===== config.mk =====
export PLATFORM = sky130hd
export DESIGN_NAME = sfmb_biu
export DESIGN_NICKNAME = d
export VERILOG_FILES = /design/src/verilog/sfmb_biu.v
export VERILOG_INCLUDE_DIRS = /design/src /design/src/verilog
export SDC_FILE = /design/constraint.sdc
export NUM_CORES = 1
export LEC_CHECK = 0
export BUFFER_PORTS_ARGS = -buffer_cell sky130_fd_sc_hd__clkbuf_2
export CORE_ASPECT_RATIO = 1.2
export CORE_MARGIN = 3
export CORE_UTILIZATION = 45
export DETAILED_ROUTE_END_ITERATION = 7
export SLEW_MARGIN = 30
export SYNTH_ARGS = -nofsm -noshare
export SYNTH_HDL_FRONTEND = slang
export SYNTH_SLANG_ARGS = --single-unit

===== constraint.sdc =====
create_clock -name clk -period 3.4 [get_ports clk]
set_clock_uncertainty 0.15 [all_clocks]
set_input_delay 0.51 -clock clk [delete_from_list [all_inputs] [get_ports clk]]
set_output_delay 0.51 -clock clk [all_outputs]
set_load 0.05 [all_outputs]

===== src/verilog/sfmb_defs.vh =====
// Register offsets, field positions, reset values and timing of the flash bus-interface block.
// Assumes an 8-bit register port addressed by the core and by the two-wire host.
// What this block does
// Opcode register sent as command byte.
// Three address bytes, sent highest first.
// Launch bit starts cycle; reads busy.
// Write-length field selects write phase bytes.
// Read-length field selects read byte count.
// Poll bit repeats status read until clear.
// Wait-done bit stalls core during cycle.
// First three read bytes land in captures.
// Block-move address 16 bits, resets 8000h.
// Block-move count is 13-bit byte count.
// Go bit starts move; reads finished.
// Direction bit: 0 to flash, 1 to chip.
// Hold bit stalls core during move.
// Cache enable and 8KB segment select.
// Timer clock source select and invert.
// Core enable resets from sampled strap.
// Writing one resets core; write-only.
// Overlay RAM wait states when overlay enabled.
// Pixel-domain I/O wait states, two bits.
// Freeze bit set only by host.
// Sixteen shared mailbox bytes.
// Chip select held whole cycle except one gap before status polling, MSB first.
// Start requests ignored while busy.
`ifndef SFMB_DEFS_VH
`define SFMB_DEFS_VH
`define SFMB_MBOX_HI 4'he
`define SFMB_OPCODE 8'hf0
`define SFMB_ADDR0 8'hf1
`define SFMB_ADDR1 8'hf2
`define SFMB_ADDR2 8'hf3
`define SFMB_WBYTE 8'hf4
`define SFMB_CTRL 8'hf5
`define SFMB_RD0 8'hf6
`define SFMB_RD1 8'hf7
`define SFMB_RD2 8'hf8
`define SFMB_DADR_LO 8'hf9
`define SFMB_DADR_HI 8'hfa
`define SFMB_DCNT_LO 8'hfb
`define SFMB_DCTRL 8'hfc
`define SFMB_CACHE 8'hfd
`define SFMB_BIUCTL 8'hfe
`define SFMB_PAGE 8'hff
`define SFMB_B_GO 7
`define SFMB_B_DIR 6
`define SFMB_B_HOLD 5
`define SFMB_B_POLL 1
`define SFMB_B_WAITD 0
`define SFMB_B_RESET 6
`define SFMB_DADR_HI_RST 8'h80
`define SFMB_BIUCTL_RST 5'h05
`define SFMB_WL_ONE 3'h4
`define SFMB_WL_ADDR 3'h5
`define SFMB_WL_ADDR_DATA 3'h6
`define SFMB_RL_ONE 2'h1
`define SFMB_RL_REPEAT 2'h3
`define SFMB_CLK_NS 10
`define SFMB_SCK_HALF_NS 40
`define SFMB_SCK_HALF_CYC ((`SFMB_SCK_HALF_NS + `SFMB_CLK_NS - 1) / `SFMB_CLK_NS)
`endif

===== src/verilog/sfmb_biu.v =====
// Serial flash master, block mover, code-cache and core controls, and shared mailbox.
// Assumes one clock, registers written over an 8-bit port, and a memory that answers a read the cycle after mem_rd.
`timescale 1ns/1ps
`include "sfmb_defs.vh"
module sfmb_biu #(
  parameter SCK_HALF = `SFMB_SCK_HALF_CYC,
  parameter [7:0] STATUS_OPCODE = 8'h05
) (
  input wire clk,
  input wire arst_n,
  input wire [7:0] reg_addr,
  input wire reg_wr,
  input wire [7:0] reg_wdata,
  input wire reg_from_host,
  output reg [7:0] reg_rdata,
  output reg flash_cs_n,
  output reg flash_sck,
  output reg flash_mosi,
  input wire flash_miso,
  output reg [15:0] mem_addr,
  output reg mem_rd,
  output reg mem_wr,
  output reg [7:0] mem_wdata,
  input wire [7:0] mem_rdata,
  input wire strap_pin,
  input wire overlay_enable,
  input wire core_osd_access,
  input wire core_slow_io_access,
  output reg core_enable,
  output reg core_soft_reset,
  output reg core_stall,
  output reg core_wait,
  output reg cache_enable,
  output reg [2:0] code_cache_segment,
  output reg core_timer_source,
  output reg core_timer_invert,
  output reg [1:0] page_select
);
  localparam ST_IDLE = 3'd0;
  localparam ST_LOAD = 3'd1;
  localparam ST_FETCH = 3'd2;
  localparam ST_PICK = 3'd3;
  localparam ST_SHIFT = 3'd4;
  localparam ST_GAP = 3'd5;
  localparam P_CMD = 3'd0;
  localparam P_ADR = 3'd1;
  localparam P_WDT = 3'd2;
  localparam P_WBF = 3'd3;
  localparam P_RD = 3'd4;
  localparam P_PCMD = 3'd5;
  localparam P_PRD = 3'd6;

  reg [7:0] mbox [0:15];
  reg [7:0] flash_opcode;
  reg [23:0] flash_addr;
  reg [7:0] flash_single_write_byte;
  reg [2:0] wlen;
  reg [1:0] rlen;
  reg wait_done;
  reg wip_fell;
  reg [7:0] rd0, rd1, rd2;
  reg [15:0] dma_addr;
  reg [12:0] dma_cnt;
  reg dma_dir, dma_hold, dma_done;
  reg [2:0] overlay_ram_wait;
  reg [1:0] pixel_domain_io_wait;
  reg core_freeze;
  reg [2:0] miso_s, strap_s;
  reg miso_f;
  reg [1:0] strap_cnt;
  reg strap_done;
  reg [2:0] state, ph;
  reg [12:0] idx;
  reg [15:0] dptr;
  reg [7:0] tx, rx;
  reg [2:0] bitn;
  reg [7:0] div;
  reg run_dma, run_dir, run_hold, run_poll, stop_req;
  reg [2:0] run_wlen;
  reg [1:0] run_rlen;
  reg [2:0] wcnt;
  reg [7:0] next_rdata, next_tx;
  reg [2:0] next_ph;
  reg [12:0] next_idx;
  reg fin, gap;

  wire busy = (state != ST_IDLE);
  wire wr_ctrl = reg_wr && (reg_addr == `SFMB_CTRL);
  wire wr_dctrl = reg_wr && (reg_addr == `SFMB_DCTRL);
  wire launch = wr_ctrl && reg_wdata[`SFMB_B_GO] && !busy;
  wire dma_go = wr_dctrl && reg_wdata[`SFMB_B_GO] && !busy;
  wire tick = (div == SCK_HALF[7:0] - 8'h01);
  wire [7:0] rx_full = {rx[6:0], miso_f};
  wire byte_done = (state == ST_SHIFT) && tick && flash_sck && (bitn == 3'h7);
  wire [12:0] idx_inc = idx + 13'h0001;
  wire [2:0] aw_ph = (run_rlen != 2'h0) ? P_RD : P_PCMD;
  wire aw_fin = (run_rlen == 2'h0) && !run_poll;
  wire aw_gap = (run_rlen == 2'h0) && run_poll;

  genvar g;
  generate
    for (g = 0; g < 16; g = g + 1)
    begin : mb
      always @(posedge clk or negedge arst_n)
        if (!arst_n)
          mbox[g] <= 8'h00;
        else if (reg_wr && reg_addr == {`SFMB_MBOX_HI, g[3:0]})
          mbox[g] <= reg_wdata;
    end
  endgenerate

  always @*
  begin
    next_rdata = 8'h00;
    if (reg_addr[7:4] == `SFMB_MBOX_HI)
      next_rdata = mbox[reg_addr[3:0]];
    else
      case (reg_addr)
        `SFMB_OPCODE: next_rdata = flash_opcode;
        `SFMB_ADDR0: next_rdata = flash_addr[7:0];
        `SFMB_ADDR1: next_rdata = flash_addr[15:8];
        `SFMB_ADDR2: next_rdata = flash_addr[23:16];
        `SFMB_WBYTE: next_rdata = flash_single_write_byte;
        `SFMB_CTRL: next_rdata = {busy, wlen, rlen, wip_fell, wait_done};
        `SFMB_RD0: next_rdata = rd0;
        `SFMB_RD1: next_rdata = rd1;
        `SFMB_RD2: next_rdata = rd2;
        `SFMB_DADR_LO: next_rdata = dma_addr[7:0];
        `SFMB_DADR_HI: next_rdata = dma_addr[15:8];
        `SFMB_DCNT_LO: next_rdata = dma_cnt[7:0];
        `SFMB_DCTRL: next_rdata = {dma_done, dma_dir, dma_hold, dma_cnt[12:8]};
        `SFMB_CACHE: next_rdata = {cache_enable, core_timer_source, core_timer_invert, 1'b0, code_cache_segment, 1'b0};
        `SFMB_BIUCTL: next_rdata = {core_enable, 2'b00, overlay_ram_wait, pixel_domain_io_wait};
        `SFMB_PAGE: next_rdata = {core_freeze, 5'h00, page_select};
        default: next_rdata = 8'h00;
      endcase
  end

  // Source of the byte about to be shifted out.
  always @*
  begin
    next_tx = 8'h00;
    case (ph)
      P_CMD: next_tx = flash_opcode;
      P_ADR: next_tx = (idx == 13'h0000) ? flash_addr[23:16] : (idx == 13'h0001) ? flash_addr[15:8] : flash_addr[7:0];
      P_WDT: next_tx = flash_single_write_byte;
      P_WBF: next_tx = run_dma ? mem_rdata : mbox[idx[3:0]];
      P_PCMD: next_tx = STATUS_OPCODE;
      default: next_tx = 8'h00;
    endcase
  end

  // Phase that follows the byte just finished.
  always @*
  begin
    next_ph = ph;
    next_idx = 13'h0000;
    fin = 1'b0;
    gap = 1'b0;
    case (ph)
      P_CMD:
      begin
        if (run_dma || run_wlen == `SFMB_WL_ADDR || run_wlen[2:1] == 2'b11)
          next_ph = P_ADR;
        else if (run_wlen == `SFMB_WL_ONE)
          next_ph = P_WDT;
        else
        begin
          next_ph = aw_ph;
          fin = aw_fin;
          gap = aw_gap;
        end
      end
      P_ADR:
      begin
        if (idx != 13'h0002)
          next_idx = idx_inc;
        else if (run_dma)
        begin
          fin = (dma_cnt == 13'h0000);
          next_ph = run_dir ? P_RD : P_WBF;
        end
        else if (run_wlen == `SFMB_WL_ADDR_DATA)
          next_ph = P_WDT;
        else if (run_wlen[1:0] == 2'b11 && dma_cnt != 13'h0000)
          next_ph = P_WBF;
        else
        begin
          next_ph = aw_ph;
          fin = aw_fin;
          gap = aw_gap;
        end
      end
      P_WDT:
      begin
        next_ph = aw_ph;
        fin = aw_fin;
        gap = aw_gap;
      end
      P_WBF:
      begin
        if (idx_inc != dma_cnt)
          next_idx = idx_inc;
        else if (run_dma)
          fin = 1'b1;
        else
        begin
          next_ph = aw_ph;
          fin = aw_fin;
          gap = aw_gap;
        end
      end
      P_RD:
      begin
        if (run_dma)
        begin
          next_idx = idx_inc;
          fin = (idx_inc == dma_cnt);
        end
        else if (run_rlen == `SFMB_RL_REPEAT && !stop_req)
          next_idx = idx;
        else if (run_rlen == `SFMB_RL_REPEAT || idx == ((run_rlen == `SFMB_RL_ONE) ? 13'h0000 : 13'h0002))
        begin
          next_ph = P_PCMD;
          fin = !run_poll;
          gap = run_poll;
        end
        else
          next_idx = idx_inc;
      end
      P_PCMD: next_ph = P_PRD;
      P_PRD: fin = !rx_full[0];
      default: fin = 1'b1;
    endcase
  end

  always @(posedge clk or negedge arst_n)
  begin
    if (!arst_n)
    begin
      miso_s <= 3'h0;
      miso_f <= 1'b0;
      strap_s <= 3'h0;
      reg_rdata <= 8'h00;
      flash_opcode <= 8'h00;
      flash_addr <= 24'h000000;
      flash_single_write_byte <= 8'h00;
      wlen <= 3'h0;
      rlen <= 2'h0;
      wait_done <= 1'b0;
      wip_fell <= 1'b0;
      rd0 <= 8'h00;
      rd1 <= 8'h00;
      rd2 <= 8'h00;
      dma_addr <= {`SFMB_DADR_HI_RST, 8'h00};
      dma_cnt <= 13'h0000;
      dma_dir <= 1'b0;
      dma_hold <= 1'b0;
      dma_done <= 1'b0;
      cache_enable <= 1'b0;
      core_timer_source <= 1'b0;
      core_timer_invert <= 1'b0;
      code_cache_segment <= 3'h0;
      core_enable <= 1'b0;
      strap_cnt <= 2'h0;
      strap_done <= 1'b0;
      core_soft_reset <= 1'b0;
      {overlay_ram_wait, pixel_domain_io_wait} <= `SFMB_BIUCTL_RST;
      core_freeze <= 1'b0;
      page_select <= 2'h0;
      core_stall <= 1'b0;
      core_wait <= 1'b0;
      wcnt <= 3'h0;
    end
    else
    begin
      miso_s <= {miso_s[1:0], flash_miso};
      if (miso_s[1] == miso_s[2])
        miso_f <= miso_s[2];
      strap_s <= {strap_s[1:0], strap_pin};
      reg_rdata <= next_rdata;
      if (reg_wr)
        case (reg_addr)
          `SFMB_OPCODE: flash_opcode <= reg_wdata;
          `SFMB_ADDR0: flash_addr[7:0] <= reg_wdata;
          `SFMB_ADDR1: flash_addr[15:8] <= reg_wdata;
          `SFMB_ADDR2: flash_addr[23:16] <= reg_wdata;
          `SFMB_WBYTE: flash_single_write_byte <= reg_wdata;
          `SFMB_CTRL: {wlen, rlen, wait_done} <= {reg_wdata[6:2], reg_wdata[`SFMB_B_WAITD]};
          `SFMB_DADR_LO: dma_addr[7:0] <= reg_wdata;
          `SFMB_DADR_HI: dma_addr[15:8] <= reg_wdata;
          `SFMB_DCNT_LO: dma_cnt[7:0] <= reg_wdata;
          `SFMB_DCTRL: {dma_dir, dma_hold, dma_cnt[12:8]} <= reg_wdata[6:0];
          `SFMB_CACHE: {cache_enable, core_timer_source, core_timer_invert, code_cache_segment}
            <= {reg_wdata[7:5], reg_wdata[3:1]};
          `SFMB_BIUCTL: {overlay_ram_wait, pixel_domain_io_wait} <= reg_wdata[4:0];
          `SFMB_PAGE: page_select <= reg_wdata[1:0];
          default: ;
        endcase
      if (reg_wr && reg_addr == `SFMB_PAGE && (reg_from_host || !reg_wdata[7]))
        core_freeze <= reg_wdata[7];
      core_soft_reset <= reg_wr && reg_addr == `SFMB_BIUCTL && reg_wdata[`SFMB_B_RESET];
      if (!strap_done)
      begin
        strap_cnt <= strap_cnt + 2'h1;
        if (strap_cnt == 2'h3 && strap_s[1] == strap_s[2])
        begin
          core_enable <= strap_s[2];
          strap_done <= 1'b1;
        end
      end
      else if (reg_wr && reg_addr == `SFMB_BIUCTL)
        core_enable <= reg_wdata[7];
      // Set by the poll ending wins over the clear by a new launch.
      if (byte_done && fin && run_poll && ph == P_PRD)
        wip_fell <= 1'b1;
      else if (launch && reg_wdata[`SFMB_B_POLL])
        wip_fell <= 1'b0;
      if (byte_done && fin && run_dma)
        dma_done <= 1'b1;
      else if (dma_go)
        dma_done <= 1'b0;
      if (byte_done && ph == P_RD && !run_dma)
        case (idx[1:0])
          2'h0: rd0 <= rx_full;
          2'h1: rd1 <= rx_full;
          default: rd2 <= rx_full;
        endcase
      else if (byte_done && ph == P_PRD)
        rd0 <= rx_full;
      core_stall <= core_freeze || (busy && !run_dma && wait_done) || (busy && run_dma && run_hold);
      if (core_osd_access && overlay_enable)
      begin
        wcnt <= overlay_ram_wait;
        core_wait <= (overlay_ram_wait != 3'h0);
      end
      else if (core_slow_io_access)
      begin
        wcnt <= {1'b0, pixel_domain_io_wait};
        core_wait <= (pixel_domain_io_wait != 2'h0);
      end
      else if (wcnt != 3'h0)
      begin
        wcnt <= wcnt - 3'h1;
        core_wait <= (wcnt > 3'h1);
      end
    end
  end

  // Serial engine: chip select stays low from the command byte to the last byte, apart from one high gap before a status poll.
  always @(posedge clk or negedge arst_n)
  begin
    if (!arst_n)
    begin
      state <= ST_IDLE;
      ph <= P_CMD;
      idx <= 13'h0000;
      dptr <= 16'h0000;
      tx <= 8'h00;
      rx <= 8'h00;
      bitn <= 3'h0;
      div <= 8'h00;
      run_dma <= 1'b0;
      run_dir <= 1'b0;
      run_hold <= 1'b0;
      run_poll <= 1'b0;
      run_wlen <= 3'h0;
      run_rlen <= 2'h0;
      stop_req <= 1'b0;
      flash_cs_n <= 1'b1;
      flash_sck <= 1'b0;
      flash_mosi <= 1'b0;
      mem_addr <= 16'h0000;
      mem_rd <= 1'b0;
      mem_wr <= 1'b0;
      mem_wdata <= 8'h00;
    end
    else
    begin
      mem_rd <= 1'b0;
      mem_wr <= 1'b0;
      if (wr_ctrl && !reg_wdata[`SFMB_B_GO] && busy)
        stop_req <= 1'b1;
      case (state)
        ST_IDLE:
          if (launch || dma_go)
          begin
            run_dma <= dma_go;
            run_dir <= reg_wdata[`SFMB_B_DIR];
            run_hold <= reg_wdata[`SFMB_B_HOLD];
            run_poll <= launch && reg_wdata[`SFMB_B_POLL];
            run_wlen <= reg_wdata[6:4];
            run_rlen <= reg_wdata[3:2];
            stop_req <= 1'b0;
            dptr <= dma_addr;
            ph <= P_CMD;
            idx <= 13'h0000;
            state <= ST_LOAD;
          end
        ST_LOAD:
        begin
          if (ph == P_WBF && run_dma)
          begin
            mem_rd <= 1'b1;
            mem_addr <= dptr;
            dptr <= dptr + 16'h0001;
          end
          state <= ST_FETCH;
        end
        ST_FETCH: state <= ST_PICK;
        ST_PICK:
        begin
          tx <= next_tx;
          flash_mosi <= next_tx[7];
          flash_cs_n <= 1'b0;
          div <= 8'h00;
          bitn <= 3'h0;
          state <= ST_SHIFT;
        end
        ST_SHIFT:
        begin
          div <= tick ? 8'h00 : div + 8'h01;
          if (tick && !flash_sck)
            flash_sck <= 1'b1;
          else if (tick)
          begin
            flash_sck <= 1'b0;
            rx <= rx_full;
            tx <= {tx[6:0], 1'b0};
            flash_mosi <= tx[6];
            bitn <= bitn + 3'h1;
            if (bitn == 3'h7)
            begin
              if (ph == P_RD && run_dma)
              begin
                mem_wr <= 1'b1;
                mem_wdata <= rx_full;
                mem_addr <= dptr;
                dptr <= dptr + 16'h0001;
              end
              ph <= next_ph;
              idx <= next_idx;
              if (fin || gap)
                flash_cs_n <= 1'b1;
              state <= fin ? ST_IDLE : gap ? ST_GAP : ST_LOAD;
            end
          end
        end
        ST_GAP:
        begin
          div <= div + 8'h01;
          if (div == {SCK_HALF[6:0], 1'b0})
            state <= ST_LOAD;
        end
        default: state <= ST_IDLE;
      endcase
    end
  end
endmodule


==> results of run 1 <==
## stage by stage
step / power [W] / instance area [um^2] / instances / util [%]
floorplan: 0.00742 / 19200 / 1630 / -
global placement: 0.00842 / 20500 / 2228 / 48.8
detailed placement: 0.00849 / 20500 / 2228 / 48.8
CTS: 0.0132 / 21900 / 2307 / 52.3
global route: 0.0137 / 21900 / 2307 / 52.3
finish: 0.0131 / 21900 / 2307 / 52.3
## area by class of cell
cell class / count / area share [%]
Inverter: 24 / 0.411
Timing Repair Buffer: 160 / 4.92
Tap cell: 546 / 3.12
Clock inverter: 11 / 0.725
Multi-Input combinational cell: 1134 / 43.1
Sequential cell: 367 / 41.9
Clock buffer: 65 / 5.83
## logic make-up (layout without fill, tap and decap cells)
logic type	after synthesis	count (layout)	synth area share [%]
muxes	372	372	26.5
buffers and inverters	129	260	2.79
and+or+nand+nor	429	429	10.9
xor gates and xnor gates	22	22	1.01
DFF	367	367	47.9
adders and majority gates	14	14	0.901
AOI/OAI and AO/OA	297	297	9.96
## flip-flops by register name, indices dropped and copies added, names as in the netlist, 13 cells and up
register    count
dma_cnt        13
mbox          128
flash_addr     24
dptr           16
dma_addr       16
idx            13
mem_addr       16
## critical path, stage by stage (launching register included)
cell      delay, ns
dfrtp_1        0.51
ha_1           0.36
nand4_1        0.18
or2_2          0.35
a211oi_1       0.19
o22ai_1        0.16
or2_2          0.35
o31ai_1        0.26
a31oi_1        0.20
o2111a_1       0.30
## power groups by stage
stage	registers, W	logic (W)	clock network [W]
after detailed placement	0.00526	0.00322	0
after global placement	0.00525	0.00317	0
after global routing	0.00524	0.00351	0.00498
after floorplan	0.00525	0.00218	0
after CTS	0.00519	0.00324	0.00480
final	0.00519	0.00324	0.00470
## cell usage in the layout (no fill, tap or decap), types with 6 or more instances in the layout
master | netlist | routed
o21ai_0 | 85 | 85
nor2_1 | 85 | 85
clkbuf_16 | 0 | 43
nor2b_1 | 9 | 9
a31oi_1 | 16 | 16
a22oi_1 | 26 | 26
dfrtp_1 | 363 | 362
o31ai_1 | 7 | 7
clkinv_2 | 0 | 6
mux2_2 | 264 | 264
a21oi_1 | 66 | 65
mux4_2 | 82 | 82
clkbuf_8 | 0 | 12
nand3_1 | 41 | 41
a221oi_1 | 9 | 9
nand4_1 | 17 | 17
a21o_1 | 6 | 6
xor2_1 | 10 | 10
and3_1 | 25 | 25
clkbuf_1 | 72 | 10
and2_1 | 8 | 8
nand2_1 | 156 | 156
clkbuf_2 | 0 | 80
ha_1 | 13 | 13
nor3_1 | 21 | 21
o22ai_1 | 15 | 15
or2_2 | 8 | 8
mux2i_1 | 25 | 25
a211oi_1 | 7 | 7
buf_4 | 1 | 71
nand2b_1 | 19 | 19
inv_1 | 23 | 23
nor4_1 | 12 | 12
xnor2_1 | 12 | 12
o221ai_1 | 7 | 7
## worst paths after layout
path,end,slack (ns),cells after the start
max in group asynchronous,dma_addr[1]$_DFFE_PN0P_,1.84,3
min in group asynchronous,idx[3]$_DFFE_PN0P_,0.35,2
min reg2reg,miso_s[1]$_DFF_PN0_,0.21,0
min,wcnt[1]$_DFFE_PN0P_,0.03,3
max reg2reg,state[0]$_DFFE_PN0P_,0.27,9
max,state[0]$_DFFE_PN0P_,0.27,9
## per-layer routing
metal	global-route usage [%]	share of wire, %	up-vias
met3	3.69	4.8	158
li1	-	-	6267
met1	34.0	41	7379
met5	0	0.024	-
met4	10.7	4.5	2
met2	44.5	49	461
==> flow_summary.toml, run 1 <==
[power]
power.leakage_nw = 10.1
swShare_pct = 32.5
comb_power_share_pct = 24.7
pwr-share-clk_pct = 35.8
internal_power_w = 0.00888
switching_power_w = 0.00426
power_density_mw_per_mm2 = 599
max-vdd-ir-drop_uv = 390
seqPwrFrac_pct = 39.5

[sta]
setup_violations = 0
setup_ws_ns = 0.270
min_period_over_period_pct = 92.1
finalSetupTns_ns = 0
finalHoldViolations = 0
maxSlewViolCount = 0
final.min_clock_period_ns = 3.13
relSlewSlack_pct = 40.2
rsz0062_at_grt = "false"
timing.hold.ws_ns = 0.0320
fmax_mhz = 319
worstMarginPinSlew_ns = 0.898

[route]
ant_nets = 0
drc_errors = 0
totalWireLength_mm = 59.3
first_iter_violations = 1183
via_per_inst = 6.18
dr_total_vias = 14267
wl_per_cell_um = 25.7
dr.pass1.iters = 6

[setup_path]
cp_data_required_time_ns = 3.70
cp-end-kind = "register"
crit_fanout = 9
cp.arrival_ns = 3.43
critical_path_class = "reg -> reg"
worstSetupStartpoint = "idx[1]$_DFFE_PN0P_"
setup.worst_path.start_class = "register"
r2r_start = "idx[1]$_DFFE_PN0P_"

[floorplan]
start_util_pct = 45.7
io_pins = 82
core-area_mm2 = 0.0420
chipHeight_um = 232
die_w_um = 194
die-area_mm2 = 0.0451
rows = 82

[synthesis]
yosysTopAreaCellShare_pct = 47.4
synthesis.area_mm2 = 0.0192
post-synth-top-count-cell = "dfrtp_1"
avgSynthCellArea_um2 = 11.8
synth_edf_count = 0
ys.flop_type = "dfrtp_1"
synth_seq_cells = 367
synth_top_area_cell = "dfrtp_1"
ys_async_sr_fraction_pct = 100
synth_common_cells = "363 x dfrtp_1, 264 x mux2_2, 156 x nand2_1, 85 x nor2_1, 85 x o21ai_0"
synthesis.nets = 1676
yosys-top-cells-area = "dfrtp_1 47%, mux2_2 16%, mux4_2 9.6%"
synth_warnings = 0
synth_cell_types = 80
yosysSeqAreaShare_pct = 47.9
syn_inst = 1630

[finish]
register_area_mm2 = 0.00919
final_layout_size_suffix_gt1_share_pct = 34.1
fillCellCount = 3650
area_delta_synth_final_pct = 14.4
final_nets = 1774
n_antenna_cell = 0
multiInputGateArea_mm2 = 0.00945

[placement]
dp_hpwl_mm = 42.0
gp_congestion = 0.966
port_buffers = 81
place_ws_ns = 0.203

[clock_network]
root_buffer = "clkbuf_16"
numClockSinks = 367
cts_buffers = 41
clk_path_buf_depth = 3
cts_tree = "built"
h-tree-depth = 2
cts_setup_buffers = 0
clk_pin_slew_ns = 0.06
cts_hold_buf = 3
clk_latency_ns = 0.56
post_cts_resized = 0

[global_routing]
grt_max_degree = 90
antenna_found_initial = 2
grt_pass1_vias = 14285
grt.total_usage_pct = 26.2
grt_overflow = 0
grt_pass1_wl_mm = 89.9

[hold_path]
min-delay-start = "overlay_enable"
worstHoldPathType = "in -> reg"

[outcome]
status = "finished clean"

[job]
drv_cap = 0
Power figures use the tool's default switching activity.
==> run 2, diff against run 1 <==
CORE_UTILIZATION = 65   (was 45)
PLACE_DENSITY = 0.83   (was unset)
clock period = 3.62 ns   (was 3.4 ns; I/O delays follow)
==> flow_summary.toml, run 2 (synthesized netlist as in run 1, its figures left out) <==
[outcome]
status = "finished clean"

[power]
max-vdd-ir-drop_uv = 502
internal_power_w = 0.00812
comb_power_share_pct = 25.2
swShare_pct = 32.8
pwr-share-clk_pct = 34.2
switching_power_w = 0.00396
seqPwrFrac_pct = 40.6
power_density_mw_per_mm2 = 564
power.leakage_nw = 9.88

[setup_path]
crit_slowest_cell = "or4_4"
path_buf_inv = 1
critical_path_class = "reg -> reg"
cp.arrival_ns = 3.56
critPathMaxStageDelay_ns = 0.55
cp-end-kind = "register"
setup.worst_path.start_class = "register"
cp_data_required_time_ns = 3.89
critPathTopFamily = "simple AND/OR/NAND/NOR gates"
worstPathCellList = "or4_4, nor4b_4, and3_1, buf_4, and2_0, nand3_1, mux2_2"
crit_fanout = 11

[finish]
n_antenna_cell = 0
layout.cells.non_filler = 2113
final_layout_size_suffix_gt1_share_pct = 32.8
top_register = "mbox"
top_regs = "mbox x128, flash_addr x24"
final_cell_mix = "362 x dfrtp_1, 264 x mux2_2, 156 x nand2_1"
largest_reg_flops = 128
area_delta_synth_final_pct = 11.6
final_nets = 1745
layout_commonest_cell = "dfrtp_1"
fillCellCount = 1958
fin_util_pct = 74.0

[sta]
rsz0062_at_grt = "false"
timing.hold.ws_ns = 0.0907
relSlewSlack_pct = 45.8
finalHoldViolations = 0
finalSetupTns_ns = 0
maxSlewViolCount = 0
min_period_over_period_pct = 90.6
worstMarginPinSlew_ns = 0.812
setup_ws_ns = 0.339
final.min_clock_period_ns = 3.28
setup_violations = 0
fmax_mhz = 305

[floorplan]
chipHeight_um = 194
start_util_pct = 66.3
rows = 68
die_w_um = 163
core-area_mm2 = 0.0289
io_pins = 82
die-area_mm2 = 0.0316

[clock_network]
cts_buffers = 38
numClockSinks = 367
cts_setup_buffers = 0
cts_tree = "built"
clk_latency_ns = 0.54
clk_pin_slew_ns = 0.06
clk_path_buf_depth = 3
h-tree-depth = 2
root_buffer = "clkbuf_16"

[global_routing]
grt.total_usage_pct = 36.6
grt_pass1_wl_mm = 88.1
grt_max_degree = 86
grt_overflow = 0
grt_pass1_vias = 14980
antenna_found_initial = 0

[placement]
place_ws_ns = 0.414
dp_hpwl_mm = 40.2
port_buffers = 81
placed_cells = 2041
gp_congestion = 1.06

[job]
drv_cap = 0

[route]
totalWireLength_mm = 57.2
ant_nets = 0
drc_errors = 0
dr_total_vias = 14520
wl_per_cell_um = 27.1
first_iter_violations = 1639
via_per_inst = 6.87
dr.pass1.iters = 6

[hold_path]
worstHoldPathType = "in -> reg"
==> run 2: changes by cell type in the layout (fill, tap and decap cells not counted) <==
cell,before,now
bufinv_16,4,3
clkbuf_8,12,9
inv_6,1,0
clkinv_4,0,2
buf_12,5,4
clkinv_2,6,3
clkbuf_16,43,41
buf_4,71,46
clkbuf_1,10,11
==> run 2: cell type report <==
| type | count | area (um^2) | area share [%] |
|---|---|---|---|
| Sequential cell | 367 | 9190 | 43.0 |
| Tap cell | 385 | 482 | 2.25 |
| Clock inverter | 8 | 123 | 0.573 |
| Clock buffer | 61 | 1190 | 5.57 |
| Inverter | 24 | 90.1 | 0.421 |
| Multi-Input combinational cell | 1134 | 9450 | 44.2 |
| Timing Repair Buffer | 134 | 871 | 4.07 |
==> run 2: final timing paths <==
kind,from,to,slack [ns],depth (start not counted)
min in group asynchronous,arst_n,div[2]$_DFFE_PN0P_,0.43,2
worst max-delay path,div[5]$_DFFE_PN0P_,mem_wdata[6]$_DFFE_PN0P_,0.34,7
worst min register to register,miso_s[0]$_DFF_PN0_,miso_s[1]$_DFF_PN0_,0.20,0
worst max register to register,div[5]$_DFFE_PN0P_,mem_wdata[6]$_DFFE_PN0P_,0.34,7
worst min-delay path,overlay_enable,wcnt[1]$_DFFE_PN0P_,0.09,3
max in group asynchronous,arst_n,idx[0]$_DFFE_PN0P_,2.00,3
==> run 2: worst min-delay path: stages <==
cell      delay [ns]
clkbuf_2        0.09
nand3_1         0.06
nand2_1         0.05
==> run 2: what timing repair did <==
action / in CTS / in global routing
hold endpoints to repair: 69 / 0
gates resized for setup: 0 / 0
hold buffers: 3 / 0
==> run 2: layer usage <==
metal,GRT usage [%],routed length (um)
met5,0,0
met4,20.4,3780
met3,6.15,4390
met2,59.1,28000
met1,47.1,21100
==> run 2: through the flow <==
stage / instance area [um^2] / power [W]
2_1_floorplan: 19200 / 0.00697
3_3_place_gp: 20100 / 0.00783
3_5_place_dp: 20100 / 0.00794
4_1_cts: 21400 / 0.0120
5_1_grt: 21400 / 0.0126
6_report: 21400 / 0.0121
==> run 2: power groups by stage <==
stage	registers (W)	clock network [W]	logic [W]
after floorplan	0.00493	0	0.00204
after global placement	0.00493	0	0.00290
after detailed placement	0.00495	0	0.00299
after CTS	0.00489	0.00414	0.00302
after global routing	0.00494	0.00432	0.00331
final	0.00491	0.00413	0.00304
